`config.mk`:
```
export PLATFORM = sky130hd
export DESIGN_NAME = ssp_top
export DESIGN_NICKNAME = d
export VERILOG_FILES = /design/src/ssp_pkg.sv /design/src/ssp_top.sv
export VERILOG_INCLUDE_DIRS = /design/src /design/src/src
export SDC_FILE = /design/constraint.sdc
export NUM_CORES = 1
export LEC_CHECK = 0
export ABC_CLOCK_PERIOD_IN_PS = 2600
export BUFFER_PORTS_ARGS = -buffer_cell sky130_fd_sc_hd__clkbuf_2
export CAP_MARGIN = 20
export CORE_MARGIN = 5
export CORE_UTILIZATION = 36
export CTS_CLUSTER_DIAMETER = 30
export DETAILED_ROUTE_END_ITERATION = 8
export SYNTH_ARGS = -nofsm -noshare
export SYNTH_HDL_FRONTEND = slang
export SYNTH_SLANG_ARGS = --single-unit
```
`constraint.sdc`:
```
create_clock -name clk_sys -period 2.6 [get_ports clk_sys]
set_input_delay 0.26 -clock clk_sys [delete_from_list [all_inputs] [get_ports clk_sys]]
set_output_delay 0.26 -clock clk_sys [all_outputs]
set_load 0.01 [all_outputs]
```
`src/ssp_defines.svh`:
```
`ifndef SSP_DEFINES_SVH
`define SSP_DEFINES_SVH
// ------------------------------------------------------------
// Register offsets (byte addresses)
// ------------------------------------------------------------
`define SSP_ADDR_CTRL 5'h00
`define SSP_ADDR_CMD 5'h04
`define SSP_ADDR_DATA 5'h08
`define SSP_ADDR_STAT 5'h0c
`define SSP_ADDR_IEN 5'h10
// ------------------------------------------------------------
// Field positions
// ------------------------------------------------------------
`define SSP_CTRL_PIN_EN 0
`define SSP_CTRL_MODE_LO 1
`define SSP_CTRL_MODE_HI 2
`define SSP_CTRL_PAR_EN 3
`define SSP_CTRL_PAR_ODD 4
`define SSP_CTRL_CSRC_LO 5
`define SSP_CTRL_CSRC_HI 6
`define SSP_CMD_TX_EN 0
`define SSP_CMD_RX_EN 1
`define SSP_CMD_TX_TRG 2
`define SSP_CMD_RX_TRG 3
`define SSP_STAT_RX_DONE 0
`define SSP_STAT_TX_DONE 1
// ------------------------------------------------------------
// Reset value, mode codes, timing counts and response codes
// ------------------------------------------------------------
`define SSP_RST_BYTE 8'h00
`define SSP_MODE_MASTER 2'b00
`define SSP_MODE_SLAVE 2'b01
`define SSP_MODE_A7 2'b10
`define SSP_MODE_A8 2'b11
`define SSP_DIV_LAST 4'hf
`define SSP_HALF_LAST 4'h7
`define SSP_SYNC_LAST 4'h7
`define SSP_RESP_OKAY 2'b00
`define SSP_RESP_SLVERR 2'b10
`endif

```
`src/ssp_pkg.sv`:
```
package ssp_pkg;
  typedef enum logic [1:0] {
    SSP_IDLE,
    SSP_SYNC,
    SSP_ATX
  } ssp_state_t;

  typedef struct packed {
    logic awvalid;
    logic [4:0] awaddr;
    logic wvalid;
    logic [31:0] wdata;
    logic [3:0] wstrb;
    logic bready;
    logic arvalid;
    logic [4:0] araddr;
    logic rready;
  } ssp_axi_req_t;

  typedef struct packed {
    logic awready;
    logic wready;
    logic bvalid;
    logic [1:0] bresp;
    logic arready;
    logic rvalid;
    logic [31:0] rdata;
    logic [1:0] rresp;
  } ssp_axi_rsp_t;

  typedef struct packed {
    logic serial_in_pin;
    logic sclk;
  } ssp_pin_in_t;

  typedef struct packed {
    logic serial_out_pin;
    logic serial_out_oe;
    logic sclk;
    logic sclk_oe;
    logic ready_pin;
    logic ready_oe;
  } ssp_pin_out_t;
endpackage

```
`src/ssp_top.sv`:
```
// Overview of operation
// RULE1: Software clears both enables, then sets rx_enable.
// RULE2: Master software checks slave ready before triggering.
// RULE3: Master rx_trigger starts clock, drives clock pin.
// RULE4: Slave waits for master clock before shifting.
// RULE5: Receive samples serial input on rising clock.
// RULE6: Eighth rising edge buffers byte, sets rx_done_flag.
// RULE7: Enabled receive interrupt rises with rx_done_flag.
// RULE8: Slave ready pin low when ready, high busy.
// RULE9: Ready low on trigger, high first falling edge.
// RULE10: Master mode leaves ready pin as port.
// RULE11: Asynchronous mode has separate shift registers; the code shares one shreg and async mode only transmits.
// RULE12: One start, one stop bit, LSB first.
// RULE13: Mode 10 async 7-bit, 11 async 8-bit.
// RULE14: Parity enabled appends parity bit on transmit.
// RULE15: parity_odd_even picks odd or even parity.
// RULE16: Parity disabled sends data bits only.
// RULE17: Pins stay ports until serial_pin_enable set.
// RULE18: Async mode leaves clock, ready pins ports.
// RULE19: Clock source field; settings share one address.
// RULE20: Async trigger sends low start, then bits.
// RULE21: Stop bit high, line held high afterwards.
// RULE22: 7-bit mode ignores data byte MSB.
// RULE23: Transmit end sets tx_done_flag, optional interrupt.
// RULE24: Master clock is selected source divided sixteen.
// RULE25: Mode 00 master, mode 01 slave.
// RULE26: rx_trigger reads one while receiving.
// RULE27: Writing one clears tx_done_flag.
//
// The address map and the AXI4-Lite register port are this design's own decisions.
`timescale 1ns/10ps
`include "ssp_defines.svh"
module ssp_top (
  input wire logic clk_sys,
  input wire logic rst_n,
  input wire ssp_pkg::ssp_axi_req_t axi_req,
  output ssp_pkg::ssp_axi_rsp_t axi_rsp,
  input wire logic [3:0] clk_src_tick,
  input wire ssp_pkg::ssp_pin_in_t pin_in,
  output ssp_pkg::ssp_pin_out_t pin_out,
  output logic rx_irq,
  output logic tx_irq
);
  import ssp_pkg::*;

  typedef struct packed {
    logic pin_en;
    logic [1:0] mode;
    logic par_en;
    logic par_odd;
    logic [1:0] csrc;
    logic tx_en;
    logic rx_en;
    logic [1:0] ien;
    logic rx_flag;
    logic tx_flag;
    logic [7:0] tx_data;
    logic [7:0] rx_buf;
    ssp_state_t state;
    logic is_rx;
    logic [3:0] presc;
    logic [3:0] cnt;
    logic [8:0] shreg;
    logic sclk_prev;
    logic aw_got;
    logic w_got;
    logic [4:0] awaddr;
    logic [31:0] wdata;
    logic wstrb0;
    ssp_axi_rsp_t rsp;
    ssp_pin_out_t pin;
    logic rx_irq;
    logic tx_irq;
  } ssp_st_t;

  ssp_st_t s;
  ssp_st_t next_s;
  logic tick;
  logic rise;
  logic fall;
  logic wr;
  logic trg_tx;
  logic trg_rx;
  logic [3:0] nbits;
  logic [7:0] txd;

  // ------------------------------------------------------------
  // Next-state logic
  // ------------------------------------------------------------
  always_comb begin
    next_s = s;
    tick = clk_src_tick[s.csrc]; // [RULE19]
    rise = 1'b0;
    fall = 1'b0;
    trg_tx = 1'b0;
    trg_rx = 1'b0;
    txd = (s.mode == `SSP_MODE_A7) ? {1'b0, s.tx_data[6:0]} :
      s.tx_data; // [RULE22]
    nbits = ((s.mode == `SSP_MODE_A7) ? 4'd7 : 4'd8) +
      {3'b000, s.par_en}; // [RULE13] [RULE14] [RULE16]
    next_s.sclk_prev = pin_in.sclk;

    // Bus slave: address and data are taken in either order.
    if (axi_req.awvalid && s.rsp.awready) begin
      next_s.aw_got = 1'b1;
      next_s.awaddr = axi_req.awaddr;
    end
    if (axi_req.wvalid && s.rsp.wready) begin
      next_s.w_got = 1'b1;
      next_s.wdata = axi_req.wdata;
      next_s.wstrb0 = axi_req.wstrb[0];
    end
    if (s.rsp.bvalid && axi_req.bready) begin
      next_s.rsp.bvalid = 1'b0;
    end
    wr = s.aw_got && s.w_got && !s.rsp.bvalid;
    if (wr) begin
      next_s.aw_got = 1'b0;
      next_s.w_got = 1'b0;
      next_s.rsp.bvalid = 1'b1;
      next_s.rsp.bresp = `SSP_RESP_OKAY;
      case (s.awaddr)
        `SSP_ADDR_CTRL: begin
          if (s.wstrb0) begin // [RULE19]
            next_s.pin_en = s.wdata[`SSP_CTRL_PIN_EN];
            next_s.mode = {s.wdata[`SSP_CTRL_MODE_HI],
              s.wdata[`SSP_CTRL_MODE_LO]};
            next_s.par_en = s.wdata[`SSP_CTRL_PAR_EN];
            next_s.par_odd = s.wdata[`SSP_CTRL_PAR_ODD];
            next_s.csrc = {s.wdata[`SSP_CTRL_CSRC_HI],
              s.wdata[`SSP_CTRL_CSRC_LO]};
          end
        end
        `SSP_ADDR_CMD: begin
          if (s.wstrb0) begin
            next_s.tx_en = s.wdata[`SSP_CMD_TX_EN];
            next_s.rx_en = s.wdata[`SSP_CMD_RX_EN];
            trg_tx = s.wdata[`SSP_CMD_TX_TRG] &&
              s.wdata[`SSP_CMD_TX_EN] && s.state == SSP_IDLE;
            trg_rx = s.wdata[`SSP_CMD_RX_TRG] && !trg_tx &&
              s.wdata[`SSP_CMD_RX_EN] && s.state == SSP_IDLE &&
              !s.mode[1];
          end
        end
        `SSP_ADDR_DATA: begin
          if (s.wstrb0) begin
            next_s.tx_data = s.wdata[7:0];
          end
        end
        `SSP_ADDR_STAT: begin
          if (s.wstrb0) begin // [RULE27]
            next_s.rx_flag = s.rx_flag &&
              !s.wdata[`SSP_STAT_RX_DONE];
            next_s.tx_flag = s.tx_flag &&
              !s.wdata[`SSP_STAT_TX_DONE];
          end
        end
        `SSP_ADDR_IEN: begin
          if (s.wstrb0) begin
            next_s.ien = s.wdata[1:0];
          end
        end
        default: begin
          next_s.rsp.bresp = `SSP_RESP_SLVERR;
        end
      endcase
    end

    if (s.rsp.rvalid && axi_req.rready) begin
      next_s.rsp.rvalid = 1'b0;
    end
    if (axi_req.arvalid && s.rsp.arready) begin
      next_s.rsp.rvalid = 1'b1;
      next_s.rsp.rresp = `SSP_RESP_OKAY;
      next_s.rsp.rdata = 32'h0000_0000;
      case (axi_req.araddr)
        `SSP_ADDR_CTRL: next_s.rsp.rdata[6:0] = {s.csrc, s.par_odd,
          s.par_en, s.mode, s.pin_en};
        `SSP_ADDR_CMD: next_s.rsp.rdata[3:0] = {
          s.state != SSP_IDLE && s.is_rx,
          s.state != SSP_IDLE && !s.is_rx,
          s.rx_en, s.tx_en}; // [RULE26]
        `SSP_ADDR_DATA: next_s.rsp.rdata[7:0] = s.rx_buf;
        `SSP_ADDR_STAT: next_s.rsp.rdata[1:0] = {s.tx_flag, s.rx_flag};
        `SSP_ADDR_IEN: next_s.rsp.rdata[1:0] = s.ien;
        default: next_s.rsp.rresp = `SSP_RESP_SLVERR;
      endcase
    end

    // Transfer engine.
    case (s.state)
      SSP_IDLE: begin
        next_s.pin.sclk = 1'b1;
        if (trg_tx || trg_rx) begin
          next_s.presc = 4'h0;
          next_s.cnt = 4'h0;
          next_s.is_rx = trg_rx;
          if (s.mode[1]) begin
            next_s.state = SSP_ATX; // [RULE11]
            next_s.shreg = {s.par_odd ^ (^txd), txd}; // [RULE15]
            if (s.mode == `SSP_MODE_A7) begin
              next_s.shreg[8:7] = {1'b0, s.par_odd ^ (^txd)};
            end
          end else begin
            next_s.state = SSP_SYNC; // [RULE3] [RULE4]
            next_s.shreg = {1'b0, s.tx_data};
            if (s.mode == `SSP_MODE_SLAVE) begin
              next_s.pin.ready_pin = 1'b0; // [RULE9]
            end
          end
        end
      end
      SSP_SYNC: begin
        if (s.mode == `SSP_MODE_MASTER) begin // [RULE25]
          if (tick) begin
            next_s.presc = s.presc + 4'h1;
            if (s.presc == `SSP_HALF_LAST ||
                s.presc == `SSP_DIV_LAST) begin // [RULE24]
              next_s.pin.sclk = !s.pin.sclk;
              fall = s.pin.sclk;
              rise = !s.pin.sclk;
            end
          end
        end else begin
          fall = s.sclk_prev && !pin_in.sclk; // [RULE4]
          rise = !s.sclk_prev && pin_in.sclk;
        end
        if (fall) begin
          next_s.pin.ready_pin = 1'b1; // [RULE8] [RULE9]
          if (!s.is_rx) begin
            next_s.pin.serial_out_pin = s.shreg[0];
            next_s.shreg = {1'b0, s.shreg[8:1]};
          end
        end
        if (rise) begin
          next_s.cnt = s.cnt + 4'h1;
          if (s.is_rx) begin
            next_s.shreg[7:0] = {pin_in.serial_in_pin,
              s.shreg[7:1]}; // [RULE5]
          end
          if (s.cnt == `SSP_SYNC_LAST) begin
            next_s.state = SSP_IDLE;
            if (s.is_rx) begin
              next_s.rx_buf = {pin_in.serial_in_pin,
                s.shreg[7:1]}; // [RULE6]
              next_s.rx_flag = 1'b1;
            end else begin
              next_s.tx_flag = 1'b1; // [RULE23]
            end
          end
        end
        if (s.is_rx ? !s.rx_en : !s.tx_en) begin
          next_s.state = SSP_IDLE;
          next_s.pin.ready_pin = 1'b1;
        end
      end
      SSP_ATX: begin
        if (tick) begin
          next_s.presc = s.presc + 4'h1;
          if (s.presc == `SSP_DIV_LAST) begin
            next_s.cnt = s.cnt + 4'h1;
            if (s.cnt == 4'h0) begin
              next_s.pin.serial_out_pin = 1'b0; // [RULE20] [RULE12]
            end else if (s.cnt <= nbits) begin
              next_s.pin.serial_out_pin = s.shreg[0]; // [RULE12]
              next_s.shreg = {1'b0, s.shreg[8:1]};
            end else if (s.cnt == nbits + 4'h1) begin
              next_s.pin.serial_out_pin = 1'b1; // [RULE21]
            end else begin
              next_s.state = SSP_IDLE;
              next_s.tx_flag = 1'b1; // [RULE23]
            end
          end
        end
        if (!s.tx_en) begin
          next_s.state = SSP_IDLE;
          next_s.pin.serial_out_pin = 1'b1;
        end
      end
      default: next_s.state = SSP_IDLE;
    endcase

    next_s.rsp.awready = !next_s.aw_got && !next_s.rsp.bvalid;
    next_s.rsp.wready = !next_s.w_got && !next_s.rsp.bvalid;
    next_s.rsp.arready = !next_s.rsp.rvalid;
    next_s.pin.serial_out_oe = next_s.pin_en; // [RULE17]
    next_s.pin.sclk_oe = next_s.pin_en &&
      next_s.mode == `SSP_MODE_MASTER; // [RULE18] [RULE3]
    next_s.pin.ready_oe = next_s.pin_en &&
      next_s.mode == `SSP_MODE_SLAVE; // [RULE10] [RULE18]
    next_s.rx_irq = next_s.rx_flag && s.ien[0]; // [RULE7]
    next_s.tx_irq = next_s.tx_flag && s.ien[1]; // [RULE23]
  end

  // ------------------------------------------------------------
  // State register
  // ------------------------------------------------------------
  always_ff @(posedge clk_sys or negedge rst_n) begin
    if (!rst_n) begin
      s <= '0;
      s.state <= SSP_IDLE;
      s.pin.serial_out_pin <= 1'b1;
      s.pin.sclk <= 1'b1;
      s.pin.ready_pin <= 1'b1;
      s.sclk_prev <= 1'b1;
    end else begin
      s <= next_s;
    end
  end

  assign axi_rsp = s.rsp;
  assign pin_out = s.pin;
  assign rx_irq = s.rx_irq;
  assign tx_irq = s.tx_irq;
endmodule

```
==> metrics.log <==
[metrics] outcome: finished clean
[metrics] count of cell types in the netlist: 68
[metrics] synthesis warning total: 0
[metrics] I/O pin total: 108
[metrics] max-slew violation count: 0
[metrics] mapped cell area: 0.00498 mm^2
[metrics] via count of the first global-routing pass: 3,758
[metrics] clock tree from TritonCTS: built
[metrics] RSZ-0062 raised after global routing: yes
[metrics] Longest Clk Path Bufs: 2
[metrics] remaining antenna violation count: 0
[metrics] worst hold path type: input port to register
[metrics] Clock Latency Late Sink: 0.34 ns
[metrics] floorplan core area: 0.0137 mm^2
[metrics] Die Area: 0.0163 mm^2
[metrics] # H-tree levels: 3
[metrics] share of the yosys chip area belonging to registers: 44.3%
[metrics] die width: 128 um
[metrics] total leakage power: 0.00261 uW
[metrics] most used standard cell by instance count after synthesis: dfrtp_1
[metrics] top cells by count, synth: dfrtp_1, buf_4, mux2_2, nand2_1, o21ai_0
[metrics] maximum number of pins on one net before global-route repair: 55
[metrics] initial standard-cell utilization of the core: 36.3%
[metrics] post-CTS clock slew at the launch and capture registers of the worst setup and hold paths: 0.06 ns
[metrics] setup TNS: 0 ns
[metrics] First DRT Iteration DRCs: 135
[metrics] half-perimeter wire length after detailed placement: 8.76 mm
[metrics] clock root buffer: clkbuf_16
[metrics] final cycle utilization of the critical path: 96.1%
[metrics] routed length per instance: 16.6 um
[metrics] number of violations of the max-capacitance limit: 0
[metrics] Clock Sinks: 88
[metrics] final wirelength: 11.8 mm
[metrics] Final Instance Area: 0.00582 mm^2
[metrics] placed cell areas: 0.00536 mm^2
[metrics] number of antenna violations at the first check in global routing: 0
[metrics] fraction of layout instances using a drive strength above 1: 35.6%
[metrics] leading post-synthesis cells by cell area: dfrtp_1, mux2_2, buf_4
[metrics] Worst Skew: 0.00694 ns
[metrics] transition time of the tightest slew-check pin: 0.756 ns
[metrics] share of the synthesized area in the top cell type: 42.2%
[metrics] number of input and output port buffers inserted: 54
[metrics] average cell area after synthesis: 10.6 um^2
[metrics] max frequency: 400 MHz
[metrics] total grt overflow: 0
[metrics] number of remaining DRC errors: 0
[metrics] arrival time at the worst endpoint: 2.69 ns
[metrics] final-report hold violation count: 0
[metrics] Primary FF master, synth: dfrtp_1
[metrics] Worst VDD drop: 516 uV
[metrics] min Tclk post-route: 2.50 ns
[metrics] fillers: 1,295
[metrics] Setup Viol. Count Final: 0
[metrics] critical path capture point type: register
[metrics] number of enable-type register cells in the synthesized netlist: 0
[metrics] gate count after technology mapping: 472
[metrics] number of iterations in the first detailed-routing pass: 4
[metrics] peak fanout along the critical path: 7
[metrics] Syn-to-layout area delta: 16.7%
[metrics] total CTS buffers: 9
[metrics] type of element launching the critical path: register
[metrics] critical path data required time: 2.80 ns
[metrics] GPL Wtd Cong: 0.872
[metrics] cell type contributing the most total cell area after synthesis: dfrtp_1
[metrics] aggregate global-route resource usage: 14.7%
[metrics] proportion of register bits with asynchronous set or reset after synthesis: 100%
[metrics] wire length of the first global-routing pass: 19.3 mm
[metrics] routed vias: 3,673
[metrics] PwrDens: 859 mW/mm^2
[metrics] number of synthesized register bits: 88
[metrics] class of the most critical setup path: register to register
[metrics] vertical die dimension: 128 um
[metrics] site row count: 43
[metrics] ratio of routed vias to standard cells: 5.17
[metrics] final antenna diode count: 0
[metrics] Total Nets Final: 597
[metrics] max_slew headroom: 49.6%
[cell usage in the layout (no fill, tap or decap), types with 7 or more instances in the layout]
cell type / n
a21oi_1: 12
a22oi_1: 7
buf_4: 27
clkbuf_16: 9
clkbuf_2: 53
conb_1: 26
dfrtp_1: 84
ha_1: 8
inv_1: 15
mux2_1: 7
mux2_2: 46
nand2_1: 45
nand3_1: 12
nor2_1: 12
nor2b_1: 7
o21ai_0: 26
xnor2_1: 7
[metal layers]
layer	track usage, %	routed length (um)	share of wire [%]	up-vias
met5	0	0	0	-
met4	3.06	144	1.2	0
met3	3.25	475	4.0	10
met2	25.5	6030	51	88
met1	18.9	5130	44	1829
li1	-	-	-	1746
[area by class of cell]
class / count / area [um^2] / share of cell area (%)
clock buffer: 12 / 236 / 4.06
multi-input combinational: 327 / 2550 / 43.9
tap: 180 / 225 / 3.87
clock inverter: 4 / 28.8 / 0.495
inverter: 18 / 67.6 / 1.16
sequential: 88 / 2210 / 37.9
timing repair buffer: 82 / 498 / 8.56
[path summary, 6_finish.rpt]
check / from / end / slack (ns) / cells after the start
max in group asynchronous: rst_n / pin_out[5] / 1.37 / 3
min: pin_in[0] / s[89] / 0.03 / 1
min in group asynchronous: rst_n / s[133] / 0.52 / 2
max: s[136] / s[90] / 0.10 / 12
max reg2reg: s[136] / s[90] / 0.10 / 12
min reg2reg: s[87] / axi_rsp[39] / 0.47 / 1
[kinds of logic after synthesis]
logic type                 Yosys count  synth area share (%)
AOI/OAI and AO/OA                   94                  13.8
xor gates and xnor gates             9                  1.58
adders and majority gates           12                  3.01
buffers and inverters               82                  9.89
DFF                                 88                  44.3
muxes                               60                  13.9
other                                1                0.0752
and+or+nand+nor                    126                  13.5
[per-stage QoR]
stage / hold WS, ns / utilization, % / std cells / total power (uW) / setup slack [ns]
floorplan: -0.0356 / - / 497 / 3190 / 0.0366
global placement: 0.345 / 39.1 / 691 / 3650 / -0.0844
detailed placement: 0.364 / 39.1 / 691 / 3710 / -0.203
CTS: 0.0159 / 41.5 / 711 / 4950 / 0.00647
global route: 0.0246 / 42.4 / 711 / 5320 / -0.0127
finish: 0.0305 / 42.4 / 711 / 5000 / 0.102
[critical path, stage by stage (launching register included)]
cell and delay, ns:
dfrtp_1 0.38, nor2b_2 0.17, inv_2 0.10, nor2_4 0.13, inv_2 0.06, ha_4 0.21
nor2b_2 0.15, o21ai_2 0.17, a32oi_2 0.09, buf_4 0.18, or3_1 0.34, a221oi_1 0.30
a311oi_1 0.07
[state kept, by name, summed over array words and instances (netlist names)]
register and cells:
pin_out 6, s 65, tx_irq 1, rx_irq 1, axi_rsp 15
[where the power goes]
| part | leakage (uW) | internal (uW) | switching [uW] | total, uW |
|---|---|---|---|---|
| registers | 0.00114 | 1740 | 368 | 2100 |
| clock network | 0.000123 | 651 | 532 | 1180 |
| logic | 0.00135 | 872 | 841 | 1710 |
[what timing repair did]
item,CTS,global route
hold buffers,1,0
pin swaps,2,13
setup endpoints to repair,12,12
resized for setup,9,24
buffers inserted,3,0
hold endpoints to repair,5,0
No activity file was read; power rests on OpenSTA's default activity.
